### config.mk
export PLATFORM = sky130hd
export DESIGN_NAME = dacr_regs
export DESIGN_NICKNAME = d
export VERILOG_FILES = /design/src/dacr_pkg.sv /design/src/dacr_regs.sv /design/src/dacr_sync3.sv /design/src/dacr_lock_flag.sv
export SDC_FILE = /design/constraint.sdc
export NUM_CORES = 1
export LEC_CHECK = 0
export BUFFER_PORTS_ARGS = -buffer_cell sky130_fd_sc_hd__buf_2
export CAP_MARGIN = 0
export CELL_PAD_IN_SITES_DETAIL_PLACEMENT = 1
export CELL_PAD_IN_SITES_GLOBAL_PLACEMENT = 1
export CORE_MARGIN = 5
export CORE_UTILIZATION = 40
export CTS_BUF_LIST = sky130_fd_sc_hd__clkbuf_2 sky130_fd_sc_hd__clkbuf_4 sky130_fd_sc_hd__clkbuf_8
export DETAILED_ROUTE_END_ITERATION = 8
export PLACE_DENSITY = 0.84
export SLEW_MARGIN = 15
export SYNTH_ARGS = -nofsm -noshare
export SYNTH_HDL_FRONTEND = slang
export SYNTH_HIERARCHICAL = 1
export SYNTH_SLANG_ARGS = --single-unit
### constraint.sdc
create_clock -name sys_clk -period 1.25 [get_ports sys_clk]
set_input_delay 0 -clock sys_clk [delete_from_list [all_inputs] [get_ports sys_clk]]
set_output_delay 0 -clock sys_clk [all_outputs]
set_load 0.02 [all_outputs]
### src/dacr_pkg.sv
/*
   Shared constants and types of the converter control and status register bank:
   register offsets, bit positions, reset values, writable masks and the carriers
   for configuration requests, control outputs and controller indications.
   Assumes a byte-wide register port driven by the serial configuration engine.
*/
package dacr_pkg;

   // ==========================================================================
   // Register port geometry
   localparam int unsigned DACR_AW          = 8;
   localparam int unsigned DACR_DW          = 8;
   localparam int unsigned DACR_SYNC_STAGES = 3;

   // ==========================================================================
   // Register offsets
   localparam logic [7:0] OFS_PORT_CONFIG   = 8'h00;
   localparam logic [7:0] OFS_POWER_DOWN    = 8'h01;
   localparam logic [7:0] OFS_CLOCK_GATE    = 8'h02;
   localparam logic [7:0] OFS_IRQ_ENABLE    = 8'h03;
   localparam logic [7:0] OFS_IRQ_STATUS    = 8'h04;
   localparam logic [7:0] OFS_FSC_LOW       = 8'h06;
   localparam logic [7:0] OFS_FSC_HIGH      = 8'h07;
   localparam logic [7:0] OFS_OUTPUT_MODE   = 8'h08;
   localparam logic [7:0] OFS_DCLK_PHASE    = 8'h0c;
   localparam logic [7:0] OFS_SYNC_PHASE    = 8'h0d;

   // ==========================================================================
   // Field positions
   localparam int unsigned BIT_SDIO_DIR     = 7;
   localparam int unsigned BIT_LSB_FIRST    = 6;
   localparam int unsigned BIT_SOFT_RESET   = 5;
   localparam int unsigned BIT_DRV_OFF      = 5;
   localparam int unsigned BIT_RCV_OFF      = 4;
   localparam int unsigned BIT_CLKRX_OFF    = 1;
   localparam int unsigned BIT_BIAS_OFF     = 0;
   localparam int unsigned BIT_DIST_OFF     = 3;
   localparam int unsigned BIT_RCV_CLK_ON   = 1;
   localparam int unsigned BIT_PH_CLK_ON    = 0;
   localparam int unsigned BIT_SYNC_LOST    = 5;
   localparam int unsigned BIT_SYNC_LOCK    = 4;
   localparam int unsigned BIT_PH_LOST      = 3;
   localparam int unsigned BIT_PH_LOCK      = 2;
   localparam int unsigned BIT_RCV_LOST     = 1;
   localparam int unsigned BIT_RCV_LOCK     = 0;
   localparam int unsigned BIT_SLEEP        = 7;
   localparam int unsigned BIT_EARLY_WIN    = 2;
   localparam int unsigned BIT_LATE_WIN     = 0;
   localparam int unsigned BIT_SYNC_QUARTER = 5;
   localparam int unsigned BIT_SYNC_ZERO    = 4;

   // ==========================================================================
   // Values after reset and writable bits
   localparam logic [7:0] RST_PORT_CONFIG   = 8'h00;
   localparam logic [7:0] RST_POWER_DOWN    = 8'h00;
   localparam logic [7:0] RST_CLOCK_GATE    = 8'h03;
   localparam logic [7:0] RST_IRQ_ENABLE    = 8'h00;
   localparam logic [7:0] RST_FSC_LOW       = 8'h00;
   localparam logic [7:0] RST_FSC_HIGH      = 8'h02;
   localparam logic [7:0] RST_OUTPUT_MODE   = 8'h00;
   localparam logic [7:0] MSK_PORT_CONFIG   = 8'hc0;
   localparam logic [7:0] MSK_POWER_DOWN    = 8'h33;
   localparam logic [7:0] MSK_CLOCK_GATE    = 8'h0b;
   localparam logic [7:0] MSK_IRQ_ENABLE    = 8'h3f;
   localparam logic [7:0] MSK_FSC_LOW       = 8'hff;
   localparam logic [7:0] MSK_FSC_HIGH      = 8'h83;
   localparam logic [7:0] MSK_OUTPUT_MODE   = 8'h03;

   // ==========================================================================
   // Types
   typedef enum logic [1:0] {
      DACR_MODE_BASEBAND = 2'b00,
      DACR_MODE_RZ       = 2'b01,
      DACR_MODE_MIX      = 2'b10
   } dacr_mode_e;

   typedef struct packed {
      logic             wr;
      logic             rd;
      logic [7:0]       addr;
      logic [7:0]       wdata;
   } dacr_cfg_req_s;

   typedef struct packed {
      logic             sdio_out_dir;
      logic             lsb_first;
      logic             diff_driver_off;
      logic             diff_receiver_off;
      logic             clock_receiver_off;
      logic             converter_bias_off;
      logic             clock_distribution_off;
      logic             receive_ctrl_clock_on;
      logic             phase_ctrl_clock_on;
      logic             converter_sleep;
      logic [9:0]       fullscale_code;
      dacr_mode_e       output_switch_mode;
   } dacr_ctrl_s;

   // Index 2 sync, 1 phase (mu), 0 receiver
   typedef struct packed {
      logic             sync_locked;
      logic             phase_locked;
      logic             receiver_locked;
   } dacr_lock_s;

   typedef struct packed {
      logic             early_window;
      logic             late_window;
      logic             sync_quarter;
      logic             sync_zero;
   } dacr_phase_s;

endpackage

### src/dacr_regs.sv
/*
   Control and status register bank of the high-speed converter: port setup and
   software reset, power-down, clock gating, lock interrupt enables and status,
   full-scale code with sleep, output switching mode and phase alignment status.
   Assumes the serial configuration engine presents byte accesses on sys_clk as
   one-cycle read and write strobes; controller and phase levels are asynchronous.
*/
// How it works
// - Power-down bits 5,4,1,0 turn off drivers, receivers, clock receiver, bias; reset 0.
// - Clock-control bit 3 set stops internal clock distribution; resets to 0.
// - Clock-control bits 1 and 0 run receive and mu clocks; both reset to 1.
// - Six write-only enables let each controller update its matching status bit.
// - A zero enable clears its status bit and holds it cleared.
// - Locked status bits read 1 while locked, 0 after lock is lost.
// - Lost status bits read 1 once the controller has unlocked.
// - Full-scale code is low byte plus two high bits, high resets to 2.
// - Upper full-scale register bit 7 puts the converter output to sleep.
// - Two-bit output mode: 0 baseband, 1 return-to-zero, 2 mix; reset 0.
// - Data-clock status bit 2 shows edge before early-delayed phase-0 sample.
// - Data-clock status bit 0 shows edge before late-delayed phase-0 sample.
// - Sync status bit 5 shows sync edge before phase-90 sampling edge.
// - Sync status bit 4 shows sync edge before phase-0 sampling edge.
module dacr_regs
   import dacr_pkg::*;
#(
   parameter int unsigned N_CTRL = 3
) (
   input  wire logic                 sys_clk,
   input  wire logic                 rst_n,
   input  wire dacr_pkg::dacr_cfg_req_s cfg_req,
   output dacr_pkg::dacr_ctrl_s      ctrl,
   output logic [7:0]                cfg_rdata,
   output logic                      cfg_rvalid,
   input  wire dacr_pkg::dacr_lock_s lock_in,
   input  wire dacr_pkg::dacr_phase_s phase_in
);

   import dacr_pkg::*;

   // ==========================================================================
   // Elaboration checks
   initial begin
      if (N_CTRL != 3) $error("dacr_regs: the status layout serves exactly three controllers");
   end

   // ==========================================================================
   // Helper functions
   // Merge only the writable bits so reserved positions stay zero
   function automatic logic [7:0] merge_bits(input logic [7:0] old_val,
                                              input logic [7:0] new_val,
                                              input logic [7:0] mask);
      merge_bits = (old_val & ~mask) | (new_val & mask);
   endfunction

   function automatic logic hit(input dacr_cfg_req_s req, input logic [7:0] ofs);
      hit = req.wr && (req.addr == ofs);
   endfunction

   // ==========================================================================
   // Register storage
   logic [7:0] port_config_soft_reset;
   logic [7:0] interface_power_down;
   logic [7:0] controller_clock_gate;
   logic [7:0] lock_irq_enable;
   logic [7:0] fullscale_code_low;
   logic [7:0] fullscale_code_high_sleep;
   logic [7:0] output_mode_select;

   // ==========================================================================
   // Write decode
   wire wr_port   = hit(cfg_req, OFS_PORT_CONFIG);
   wire wr_power  = hit(cfg_req, OFS_POWER_DOWN);
   wire wr_clock  = hit(cfg_req, OFS_CLOCK_GATE);
   wire wr_irq_en = hit(cfg_req, OFS_IRQ_ENABLE);
   wire wr_fsc_lo = hit(cfg_req, OFS_FSC_LOW);
   wire wr_fsc_hi = hit(cfg_req, OFS_FSC_HIGH);
   wire wr_mode   = hit(cfg_req, OFS_OUTPUT_MODE);

   // A software reset write restores defaults instead of storing its data
   wire soft_reset = wr_port && cfg_req.wdata[BIT_SOFT_RESET];
   wire bank_init  = !rst_n || soft_reset;

   // Value 3 is not a defined mode, so such a write leaves the mode unchanged
   wire mode_legal = (cfg_req.wdata[1:0] != 2'b11);

   // ==========================================================================
   // Next values of the writable registers
   wire [7:0] next_port_config;
   wire [7:0] next_power_down;
   wire [7:0] next_clock_gate;
   wire [7:0] next_irq_enable;
   wire [7:0] next_fsc_low;
   wire [7:0] next_fsc_high;
   wire [7:0] next_output_mode;

   assign next_port_config = wr_port ?
      merge_bits(port_config_soft_reset, cfg_req.wdata, MSK_PORT_CONFIG) :
      port_config_soft_reset;
   assign next_power_down  = wr_power ?
      merge_bits(interface_power_down, cfg_req.wdata, MSK_POWER_DOWN) :
      interface_power_down;
   assign next_clock_gate  = wr_clock ?
      merge_bits(controller_clock_gate, cfg_req.wdata, MSK_CLOCK_GATE) :
      controller_clock_gate;
   assign next_irq_enable  = wr_irq_en ?
      merge_bits(lock_irq_enable, cfg_req.wdata, MSK_IRQ_ENABLE) :
      lock_irq_enable;
   assign next_fsc_low     = wr_fsc_lo ?
      merge_bits(fullscale_code_low, cfg_req.wdata, MSK_FSC_LOW) :
      fullscale_code_low;
   assign next_fsc_high    = wr_fsc_hi ?
      merge_bits(fullscale_code_high_sleep, cfg_req.wdata, MSK_FSC_HIGH) :
      fullscale_code_high_sleep;
   assign next_output_mode = (wr_mode && mode_legal) ?
      merge_bits(output_mode_select, cfg_req.wdata, MSK_OUTPUT_MODE) :
      output_mode_select;

   // ==========================================================================
   // Register update, shared by hard reset and software reset
   always_ff @(posedge sys_clk) begin
      if (bank_init) begin
         port_config_soft_reset    <= RST_PORT_CONFIG;
         interface_power_down      <= RST_POWER_DOWN;
         controller_clock_gate     <= RST_CLOCK_GATE;
         lock_irq_enable           <= RST_IRQ_ENABLE;
         fullscale_code_low        <= RST_FSC_LOW;
         fullscale_code_high_sleep <= RST_FSC_HIGH;
         output_mode_select        <= RST_OUTPUT_MODE;
      end else begin
         port_config_soft_reset    <= next_port_config;
         interface_power_down      <= next_power_down;
         controller_clock_gate     <= next_clock_gate;
         lock_irq_enable           <= next_irq_enable;
         fullscale_code_low        <= next_fsc_low;
         fullscale_code_high_sleep <= next_fsc_high;
         output_mode_select        <= next_output_mode;
      end
   end

   // ==========================================================================
   // Controller indications crossing into sys_clk
   logic [2:0] lock_sync;
   logic [3:0] phase_sync;

   dacr_sync3 #(
      .WIDTH    (3),
      .INIT     (3'h0)
   ) u_lock_sync (
      .sys_clk  (sys_clk),
      .rst_n    (rst_n),
      .async_in (lock_in),
      .sync_out (lock_sync)
   );

   // Phase comparator results are levels from the sampling clock domain
   dacr_sync3 #(
      .WIDTH    (4),
      .INIT     (4'h0)
   ) u_phase_sync (
      .sys_clk  (sys_clk),
      .rst_n    (rst_n),
      .async_in (phase_in),
      .sync_out (phase_sync)
   );

   // ==========================================================================
   // Lock status, one locked/lost pair per controller
   logic [2:0] locked_flags;
   logic [2:0] lost_flags;

   for (genvar c = 0; c < 3; c++) begin : g_ctrl
      dacr_lock_flag u_flag (
         .sys_clk     (sys_clk),
         .rst_n       (rst_n),
         .soft_clr    (soft_reset),
         .locked      (lock_sync[c]),
         .lock_en     (lock_irq_enable[2*c]),
         .lost_en     (lock_irq_enable[2*c+1]),
         .locked_flag (locked_flags[c]),
         .lost_flag   (lost_flags[c])
      );
   end

   // Interleave into lost/locked pairs matching the enable layout
   wire [7:0] irq_status_view = {2'b00,
                                 lost_flags[2], locked_flags[2],
                                 lost_flags[1], locked_flags[1],
                                 lost_flags[0], locked_flags[0]};

   // ==========================================================================
   // Phase alignment views; positions not listed read zero
   wire [7:0] dclk_phase_view = {5'b00000,
                                 phase_sync[3],
                                 1'b0,
                                 phase_sync[2]};
   wire [7:0] sync_phase_view = {2'b00,
                                 phase_sync[1],
                                 phase_sync[0],
                                 4'b0000};

   // ==========================================================================
   // Read multiplexer; enables are write-only and read back zero
   logic [7:0] read_sel;

   always_comb begin
      case (cfg_req.addr)
         OFS_PORT_CONFIG: read_sel = port_config_soft_reset;
         OFS_POWER_DOWN:  read_sel = interface_power_down;
         OFS_CLOCK_GATE:  read_sel = controller_clock_gate;
         OFS_IRQ_STATUS:  read_sel = irq_status_view;
         OFS_FSC_LOW:     read_sel = fullscale_code_low;
         OFS_FSC_HIGH:    read_sel = fullscale_code_high_sleep;
         OFS_OUTPUT_MODE: read_sel = output_mode_select;
         OFS_DCLK_PHASE:  read_sel = dclk_phase_view;
         OFS_SYNC_PHASE:  read_sel = sync_phase_view;
         default:         read_sel = 8'h00;
      endcase
   end

   // Read data is held until the next read, with a one-cycle valid pulse
   always_ff @(posedge sys_clk) begin
      if (!rst_n) begin
         cfg_rdata  <= 8'h00;
         cfg_rvalid <= 1'b0;
      end else begin
         cfg_rvalid <= cfg_req.rd;
         if (cfg_req.rd) begin
            cfg_rdata <= read_sel;
         end
      end
   end

   // ==========================================================================
   // Control outputs, registered so analog controls see no decode glitches
   wire [9:0] fsc_code = {fullscale_code_high_sleep[1:0], fullscale_code_low};

   always_ff @(posedge sys_clk) begin
      if (!rst_n) begin
         ctrl <= '{sdio_out_dir:           1'b0,
                   lsb_first:              1'b0,
                   diff_driver_off:        1'b0,
                   diff_receiver_off:      1'b0,
                   clock_receiver_off:     1'b0,
                   converter_bias_off:     1'b0,
                   clock_distribution_off: 1'b0,
                   receive_ctrl_clock_on:  1'b1,
                   phase_ctrl_clock_on:    1'b1,
                   converter_sleep:        1'b0,
                   fullscale_code:         {RST_FSC_HIGH[1:0], RST_FSC_LOW},
                   output_switch_mode:     DACR_MODE_BASEBAND};
      end else begin
         ctrl.sdio_out_dir           <= port_config_soft_reset[BIT_SDIO_DIR];
         ctrl.lsb_first              <= port_config_soft_reset[BIT_LSB_FIRST];
         ctrl.diff_driver_off        <= interface_power_down[BIT_DRV_OFF];
         ctrl.diff_receiver_off      <= interface_power_down[BIT_RCV_OFF];
         ctrl.clock_receiver_off     <= interface_power_down[BIT_CLKRX_OFF];
         ctrl.converter_bias_off     <= interface_power_down[BIT_BIAS_OFF];
         ctrl.clock_distribution_off <= controller_clock_gate[BIT_DIST_OFF];
         ctrl.receive_ctrl_clock_on  <= controller_clock_gate[BIT_RCV_CLK_ON];
         ctrl.phase_ctrl_clock_on    <= controller_clock_gate[BIT_PH_CLK_ON];
         ctrl.converter_sleep        <= fullscale_code_high_sleep[BIT_SLEEP];
         ctrl.fullscale_code         <= fsc_code;
         ctrl.output_switch_mode     <= dacr_mode_e'(output_mode_select[1:0]);
      end
   end

endmodule

### src/dacr_sync3.sv
/*
   Three-stage synchroniser for levels arriving from outside the register clock.
   The output changes only once the second and third stages agree.
   Assumes inputs are quasi-static levels, not pulses shorter than a few cycles.
*/
module dacr_sync3 #(
   parameter int unsigned WIDTH = 1,
   parameter logic [WIDTH-1:0] INIT = '0
) (
   input  wire logic             sys_clk,
   input  wire logic             rst_n,
   input  wire logic [WIDTH-1:0] async_in,
   output logic      [WIDTH-1:0] sync_out
);

   // ==========================================================================
   // Stages
   logic [WIDTH-1:0] stage1;
   logic [WIDTH-1:0] stage2;
   logic [WIDTH-1:0] stage3;
   wire  [WIDTH-1:0] agree = ~(stage2 ^ stage3);

   initial begin
      if (WIDTH < 1) $error("dacr_sync3: WIDTH must be at least 1");
   end

   // Stage 1 feeds stage 2 only, to keep metastability contained
   always_ff @(posedge sys_clk) begin
      if (!rst_n) begin
         stage1   <= INIT;
         stage2   <= INIT;
         stage3   <= INIT;
         sync_out <= INIT;
      end else begin
         stage1   <= async_in;
         stage2   <= stage1;
         stage3   <= stage2;
         sync_out <= (agree & stage3) | (~agree & sync_out);
      end
   end

endmodule

### src/dacr_lock_flag.sv
/*
   Locked and lost status pair of one lock controller.
   Assumes the locked level is already synchronised to sys_clk.
*/
module dacr_lock_flag (
   input  wire logic sys_clk,
   input  wire logic rst_n,
   input  wire logic soft_clr,
   input  wire logic locked,
   input  wire logic lock_en,
   input  wire logic lost_en,
   output logic      locked_flag,
   output logic      lost_flag
);

   // ==========================================================================
   // Edge detection and flag update
   logic locked_d;
   wire  lock_dropped = locked_d & ~locked;

   // Locked tracks the level; lost is sticky until its enable drops
   always_ff @(posedge sys_clk) begin
      if (!rst_n || soft_clr) begin
         locked_d    <= 1'b0;
         locked_flag <= 1'b0;
         lost_flag   <= 1'b0;
      end else begin
         locked_d    <= locked;
         locked_flag <= lock_en & locked;
         lost_flag   <= lost_en & (lost_flag | lock_dropped);
      end
   end

endmodule

## Yosys cells after proc, flatten, opt, wreduce, memory -nomap -nowiden

Cells that the tools add are included.

- Equality and inequality tests: 10
- Mux-type cells: 1
- Bitwise gates (word level): 33
- Reductions and logical operators: 12

Operators with widths:

| cell | count |
|---|---|
| $pmux 8 s9 | 1 |
| $eq 8x3->1 const B | 3 |
| $eq 8x4->1 const B | 3 |
| $eq 8x2->1 const B | 2 |
| $or 8x6->8 | 2 |
| $and 1x1->1 | 9 |
| $logic_and 1x1->1 | 9 |
| $and 4x4->4 | 2 |
| $eq 8x1->1 const B | 1 |
| $logic_not 8->1 | 1 |
| $not 4->4 | 2 |
| $or 6x8->8 | 1 |
| $or 7x8->8 | 1 |
| $or 8x2->8 | 1 |
| $or 8x4->8 | 1 |
| $and 3x3->3 | 2 |
| $not 3->3 | 2 |
| $or 4x4->4 | 1 |
| $xor 4x4->4 | 1 |
| $not 1->1 | 3 |
| $or 1x1->1 | 3 |
| $or 3x3->3 | 1 |
| $xor 3x3->3 | 1 |
| $ne 2x2->1 const B | 1 |
| 2 further kinds | 2 |

- Bits in registers: 124
- Output and inout port bits: 31

## Logic depth before layout (Yosys ltp)

Gate-level depths: netlist of run 1.

- Depth after elaboration: 5
- Depth in mapped cells: 7

## Modules after synthesis

The synthesis of run 1 kept the hierarchy.

Modules (own cells, without submodules):

| module | instances | cells each | area each (µm²) |
|---|---|---|---|
| dacr_regs | 1 | 250 | 2371.0 |
| dacr_sync3 (u_phase_sync) | 1 | 41 | 481.7 |
| dacr_sync3 (u_lock_sync) | 1 | 31 | 367.9 |
| dacr_lock_flag | 3 | 8 | 96.3 |

## Least setup slack after synthesis of run 1

OpenSTA, ideal clock, no wires.

- Path kind: input to register
- Start point: input cfg_req[13] (netlist name)
- End point: register g_ctrl[0].u_flag.locked_flag
- Setup time: 0.115 ns
- Data arrival time: 1.257 ns
- Required time: 1.135 ns
- Slack: -0.122 ns
- Stages: 6
- Buffers on the path: 0
- Cells stage by stage: nor4_4 and4_4 nand3_2 inv_1 and3b_1 and2_1

- Word-level cells in the longest chain between the ends: 4

RTL lines:

| what | line | RTL |
|---|---|---|
| from (decl) | dacr_regs.sv:30 | `input wire dacr_pkg::dacr_cfg_req_s cfg_req,` |
| $logic_not 8->1 | dacr_regs.sv:56 | `hit = req.wr && (req.addr == ofs);` |
| $logic_and 1x1->1 | dacr_regs.sv:56 |  |
| $logic_and 1x1->1 | dacr_regs.sv:80 | `wire soft_reset = wr_port && cfg_req.wdata[BIT_SOFT_RESET];` |
| named net soft_reset | dacr_regs.sv:80 |  |
| $logic_or 1x1->1 | dacr_lock_flag.sv:23 | `if (!rst_n \|\| soft_clr) begin` |
| to (signal assigned) | dacr_lock_flag.sv:29 | `locked_flag <= lock_en & locked;` |
| to (decl) | dacr_lock_flag.sv:12 | `output logic locked_flag,` |

The timed path passes the listed nets, and every way through them passes these cells.
A chain may end at the register's enable or synchronous reset.

## Final worst setup path of run 1

- Start point: register fullscale_code_low[5]
- End point: register cfg_rdata[5]

- Word-level cells in the longest chain between the ends: 1

RTL lines:

| what | line | RTL |
|---|---|---|
| from (decl) | dacr_regs.sv:65 | `logic [7:0] fullscale_code_low;` |
| from (signal assigned) | dacr_regs.sv:134 | `fullscale_code_low <= next_fsc_low;` |
| $pmux 8 s9 | dacr_regs.sv:206 | `case (cfg_req.addr)` |
| to (signal assigned) | dacr_regs.sv:228 | `cfg_rdata <= read_sel;` |
| to (decl) | dacr_regs.sv:32 | `output logic [7:0] cfg_rdata,` |

No other way between the ends.

==> run metrics, run 1 <==
status complete, no violations; final setup fails 0; Reg-to-Reg End cfg_rdata[5]; final worst setup slack 50.2 ps; leak pwr 2.01 nW; fillers 997; Max Slew Vio Count 0; Setup TNS 0 ps; final total power 5.53 mW; share of cells above drive strength 1 0.313; max cap viols 0; Max Buffers Root-to-Sink 2; CTS Sinks 96; I/O Pins 58; clock-pin slew on the worst setup and hold paths 90 ps; Max FO, Critical Path 3; Synth warnings 6; clk_lat worst skew 370 ps; Util after Layout 0.520; first-pass GRT wire length 14800 µm; P&R area growth vs syn 27.9%; WL final 9090 µm; Die X 104 µm; mapped cell area 0.00351 mm²; CTS tree yes; Multi-input gate area 0.00148 mm²; EDFF count, synth 0; initial antenna violation count 0; Num CTS Buffers 9; H-tree depth 3; FP Rows 34; Pwr Density 1230 mW/mm²; Critical Path End Type register; initial core utilization 0.406; Core ar. 0.00864 mm²; WS Path Type reg -> reg; number of distinct library cells after synthesis 44; worst vdd ir 0.678 mV; dpl hpwl 6500 µm; Slew @ Worst Pin 366 ps; Vias 2851; CP required 1500 ps; grt total ovfl 0; pin count of the biggest net entering global routing 24; most frequent cells in the layout 91 x dfxtp_1, 56 x buf_2, 37 x buf_4, 30 x and2_1, 24 x mux2i_1; Placement Cell Area 0.00410 mm²; die area 0.0107 mm²; vias in the first global route 3069; ant diodes 0; hold path start cfg_req[11]; Root Buffer clkbuf_8; Syn Area/Cell 10.1 µm²; register bit total from synthesis 96; global-route usage over all layers 0.169; minimum clock period 1200 ps; commonest non-fill, non-tap cell in the layout dfxtp_1; worst hold stages 3; nets 475; FMAX 833 MHz; Pre-Repair DR Iteration Count 4; max_slew headroom 0.756; Data arrival, critical path 1450 ps; Via-to-Cell Ratio 5.08; Top FF cell, synth dfxtp_1; synthesized instance count 346; pre-CTS setup slack -212 ps; final non-filler cell total 561; Die H 104 µm; period utilization 0.960; Hold WC Path Type in -> reg; DRC 0; syn_nets 373; First DRT Iteration DRCs 77; design area 0.00449 mm²; Cells after DPL 529; Min-Delay Endpoint cfg_rdata[7]; GPL Wtd Cong 0.895; Post-DRT Antenna Nets 0; PortBufs 57; crit path launch type register; Critical R2R Launch fullscale_code_low[5]; Hold WS 50.2 ps; Avg WL per Cell 16.2 µm; FF+latch area 0.00193 mm²; Final Hold Vio Count 0; sequential share of the synthesized area 0.548; Worst R2R Setup Slack 50 ps; Worst R2R Path Depth 5; Fin Clk Skew 6.62 ps; Async S/R FF share, synth 0; RSZ-0062 raised after global routing no
[final cells by class]
| type | instances | area share |
|---|---|---|
| Sequential cell | 96 | 0.429 |
| Multi-Input combinational cell | 225 | 0.329 |
| Timing Repair Buffer | 109 | 0.160 |
| Clock buffer | 10 | 0.0307 |
| Tap cell | 108 | 0.0301 |
| Clock inverter | 6 | 0.0151 |
| Inverter | 7 | 0.00585 |
[critical path, stage by stage (launching register included)]
cell	delay [ps]
dfxtp_2	340
mux2_2	280
a32o_1	200
nand2_1	80
a21o_1	110
a21oi_1	60
[state kept, by name, summed over array words and instances, names as in the netlist, 4 cells and up]
register	flops
lock_irq_enable	6
fullscale_code_low	8
ctrl	22
interface_power_down	4
u_phase_sync/stage3	4
u_phase_sync/stage2	4
cfg_rdata	8
u_phase_sync/stage1	4
u_phase_sync/sync_out	4
[cells in the mapped netlist (4+ instances only)]
cell type / count / area share
nand3_1: 14 / 0.020
nor3_1: 4 / 0.0057
mux2i_1: 25 / 0.071
dfxtp_1: 96 / 0.55
clkbuf_1: 7 / 0.0075
a21boi_0: 7 / 0.015
nand2_1: 23 / 0.025
nand4_1: 5 / 0.0089
buf_2: 5 / 0.0071
a21oi_1: 14 / 0.020
and2_1: 30 / 0.053
nand2b_1: 11 / 0.020
nor2_1: 23 / 0.025
inv_1: 7 / 0.0075
o21ai_0: 11 / 0.016
and2_2: 14 / 0.030
nor2b_1: 8 / 0.014
[worst max-delay path by stage]
| stage | startpoint | end | slack, ps |
|---|---|---|---|
| floorplan | cfg_req[14] | g_ctrl[0].u_flag/locked_flag | -50 |
| global placement | cfg_req[14] | g_ctrl[0].u_flag/locked_flag | -140 |
| detailed placement | cfg_req[14] | lock_irq_enable[1] | -210 |
| CTS | fullscale_code_low[1] | cfg_rdata[1] | 20 |
| global route | fullscale_code_low[5] | cfg_rdata[5] | 1 |
| finish | fullscale_code_low[5] | cfg_rdata[5] | 50 |
[per-layer routing]
layer	track usage	vias to the layer above	share of wire	wire length [µm]
li1	-	1376	-	-
met1	0.190	1390	0.41	3740
met2	0.307	68	0.52	4710
met3	0.0330	17	0.048	437
met4	0.0768	0	0.022	204
met5	0	-	0	0
[where the power goes]
part	internal, mW	total [mW]	leakage [nW]	switching [mW]
logic	0.168	0.351	1.13	0.183
registers	3.09	3.10	0.780	0.0111
clock network	0.986	2.08	0.0989	1.09
total	4.24	5.53	2.01	1.29
[cell families after synthesis]
group | Yosys count | synth area share
AND/OR/NAND/NOR | 147 | 0.239
multiplexers | 27 | 0.0777
flip-flops | 96 | 0.548
AO/OA/AOI/OAI | 51 | 0.0973
buffers and inverters | 25 | 0.0381
[what timing repair did]
action | CTS | global route
endpoints found under the setup margin | 0 | 4
setup buffers | 0 | 0
gates resized for setup | 0 | 11
endpoints found under the hold margin | 28 | 0
hold buffers | 16 | 0
Note: power is estimated with default switching activity, not from simulation.
==> run 2, diff against run 1 <==
--- a/config.mk
+++ b/config.mk
@@ -10,10 +10,10 @@
 export CELL_PAD_IN_SITES_DETAIL_PLACEMENT = 1
 export CELL_PAD_IN_SITES_GLOBAL_PLACEMENT = 1
 export CORE_MARGIN = 5
-export CORE_UTILIZATION = 40
+export CORE_UTILIZATION = 48
 export CTS_BUF_LIST = sky130_fd_sc_hd__clkbuf_2 sky130_fd_sc_hd__clkbuf_4 sky130_fd_sc_hd__clkbuf_8
 export DETAILED_ROUTE_END_ITERATION = 8
-export PLACE_DENSITY = 0.84
+export PLACE_DENSITY = 0.93
 export SLEW_MARGIN = 15
 export SYNTH_ARGS = -nofsm -noshare
 export SYNTH_HDL_FRONTEND = slang
==> constraint.sdc (replaced) <==
create_clock -name sys_clk -period 1.5 [get_ports sys_clk]
set_input_delay 0 -clock sys_clk [delete_from_list [all_inputs] [get_ports sys_clk]]
set_output_delay 0 -clock sys_clk [all_outputs]
set_load 0.02 [all_outputs]
==> run metrics, run 2 (same netlist as run 1, synthesis figures left out) <==
Slew @ Worst Pin 399 ps (+33.5 ps); clk_lat worst skew 360 ps (about the same); Util after Layout 0.601 (+0.0810); Via-to-Cell Ratio 5.34 (+5.0%); fillers 802 (-20%); Avg WL per Cell 17.8 µm (+9.7%); final setup fails 0 (unchanged); FMAX 775 MHz (-7.0%); RSZ-0062 raised after global routing no; commonest non-fill, non-tap cell in the layout dfxtp_1; Largest regs ctrl (22), cfg_rdata (8), fullscale_code_low (8); Cells after DPL 502 (-5.1%); pre-CTS setup slack -46.4 ps (+165 ps); status complete, no violations; setup bufs post-CTS 0 (unchanged); Setup TNS 0 ps (unchanged); FP Rows 31 (-8.8%); final non-filler cell total 534 (-4.8%); nets 457 (-3.8%); leak pwr 1.92 nW (-4.2%); CP required 1780 ps (+280 ps); share of cells above drive strength 1 0.262 (-0.0514); cts repair resizes 0 (unchanged); I/O Pins 58 (unchanged); most frequent cells in the layout 96 x dfxtp_1, 57 x buf_2, 30 x and2_1, 25 x mux2i_1; hold buffers post-CTS 16 (unchanged); Pwr Density 1030 mW/mm² (-16%); Final Hold Vio Count 0 (unchanged); PortBufs 57 (unchanged); GPL Wtd Cong 0.879 (-1.9%); Worst R2R Setup Slack 210 ps (+160 ps); pin count of the biggest net entering global routing 22 (-8.3%); hold path start rst_n; Num CTS Buffers 9 (unchanged); Post-DRT Antenna Nets 0 (unchanged); WS Path Type reg -> reg; minimum clock period 1290 ps (+90.3 ps); CTS tree yes; design area 0.00431 mm² (-4.0%); Max Slew Vio Count 0 (unchanged); H-tree depth 3 (unchanged); dpl hpwl 6520 µm (+0.24%); worst vdd ir 0.452 mV (-33%); Critical Path End Type register; Fin Clk Skew 7.86 ps (+1.24 ps); Max FO, Critical Path 3 (unchanged); DRC 0 (unchanged); worst hold stages 2 (-1); Biggest register ctrl; final total power 4.46 mW (-19%); Placement Cell Area 0.00396 mm² (-3.5%); initial core utilization 0.489 (+0.0827); first-pass GRT wire length 15100 µm (+1.7%); ant diodes 0 (unchanged); Core ar. 0.00718 mm² (-17%); max_slew headroom 0.733 (-0.0229); Min-Delay Endpoint u_phase_sync/sync_out[2]; period utilization 0.860 (-0.0997); grt total ovfl 0 (unchanged); final worst setup slack 210 ps (+160 ps); Die X 95.5 µm (-7.9%); WL final 9490 µm (+4.4%); Die H 95.5 µm (-7.9%); Hold WS 46.7 ps (-3.51 ps); initial antenna violation count 0 (unchanged); Pre-Repair DR Iteration Count 4 (unchanged); Critical R2R Launch output_mode_select[0]; Root Buffer clkbuf_8; clock-pin slew on the worst setup and hold paths 90 ps (about the same); max cap viols 0 (unchanged); Hold WC Path Type in -> reg; Vias 2850 (-0.035%); P&R area growth vs syn 22.9%; Data arrival, critical path 1570 ps (+120 ps); Reg-to-Reg End cfg_rdata[0]; Max Buffers Root-to-Sink 2 (unchanged); First DRT Iteration DRCs 125 (+62%); global-route usage over all layers 0.221 (+0.0512); crit path launch type register; Worst R2R Path Depth 5 (unchanged); vias in the first global route 2985 (-2.7%); Largest register FFs 22 (unchanged); CTS Sinks 96 (unchanged); die area 0.00912 mm² (-15%)
run 2: cell count changes in the layout (fill, tap and decap cells not counted), sizes merged:
cell      delta
clkbuf       +4
clkinv       -1
buf         -18
bufinv       -1
inv          -1
clkinvlp     -1
run 2: layout make-up:
cell class	instances	area, µm²	area share
clock buffers	14	180	0.0418
clock inverters	2	12.5	0.00290
inverters	7	26.3	0.00609
multi-input cells	225	1450	0.337
flip-flops and latches	96	1920	0.446
well taps	99	124	0.0287
repair buffers	91	593	0.138
run 2: worst max path at each step:
stage                                               to  depth (start not counted)  slack, ps             startpoint
after floorplan           g_ctrl[0].u_flag/locked_flag                          6        130            cfg_req[13]
after global placement    g_ctrl[0].u_flag/locked_flag                          7         30            cfg_req[13]
after detailed placement            lock_irq_enable[5]                          7        -50            cfg_req[13]
after CTS                                 cfg_rdata[0]                          5        220  output_mode_select[0]
after global routing                      cfg_rdata[0]                          5        110  output_mode_select[0]
final                                     cfg_rdata[0]                          5        210  output_mode_select[0]
run 2: power by group:
group | internal, mW | leakage (nW) | switching, mW
combinational | 0.120 | 1.04 | 0.146
clock | 0.775 | 0.0995 | 0.834
sequential | 2.57 | 0.777 | 0.00990
run 2: layer usage:
metal,track usage,share of wire
met5,0,0
met4,0.124,0.041
met3,0.0505,0.056
met2,0.381,0.51
met1,0.249,0.39
run 2: critical path: stages, from the launching register on:
cell and delay, ps:
dfxtp_1 370, mux2i_1 100, o32a_1 310, o21ai_0 160
a21oi_1 60, a211oi_1 210
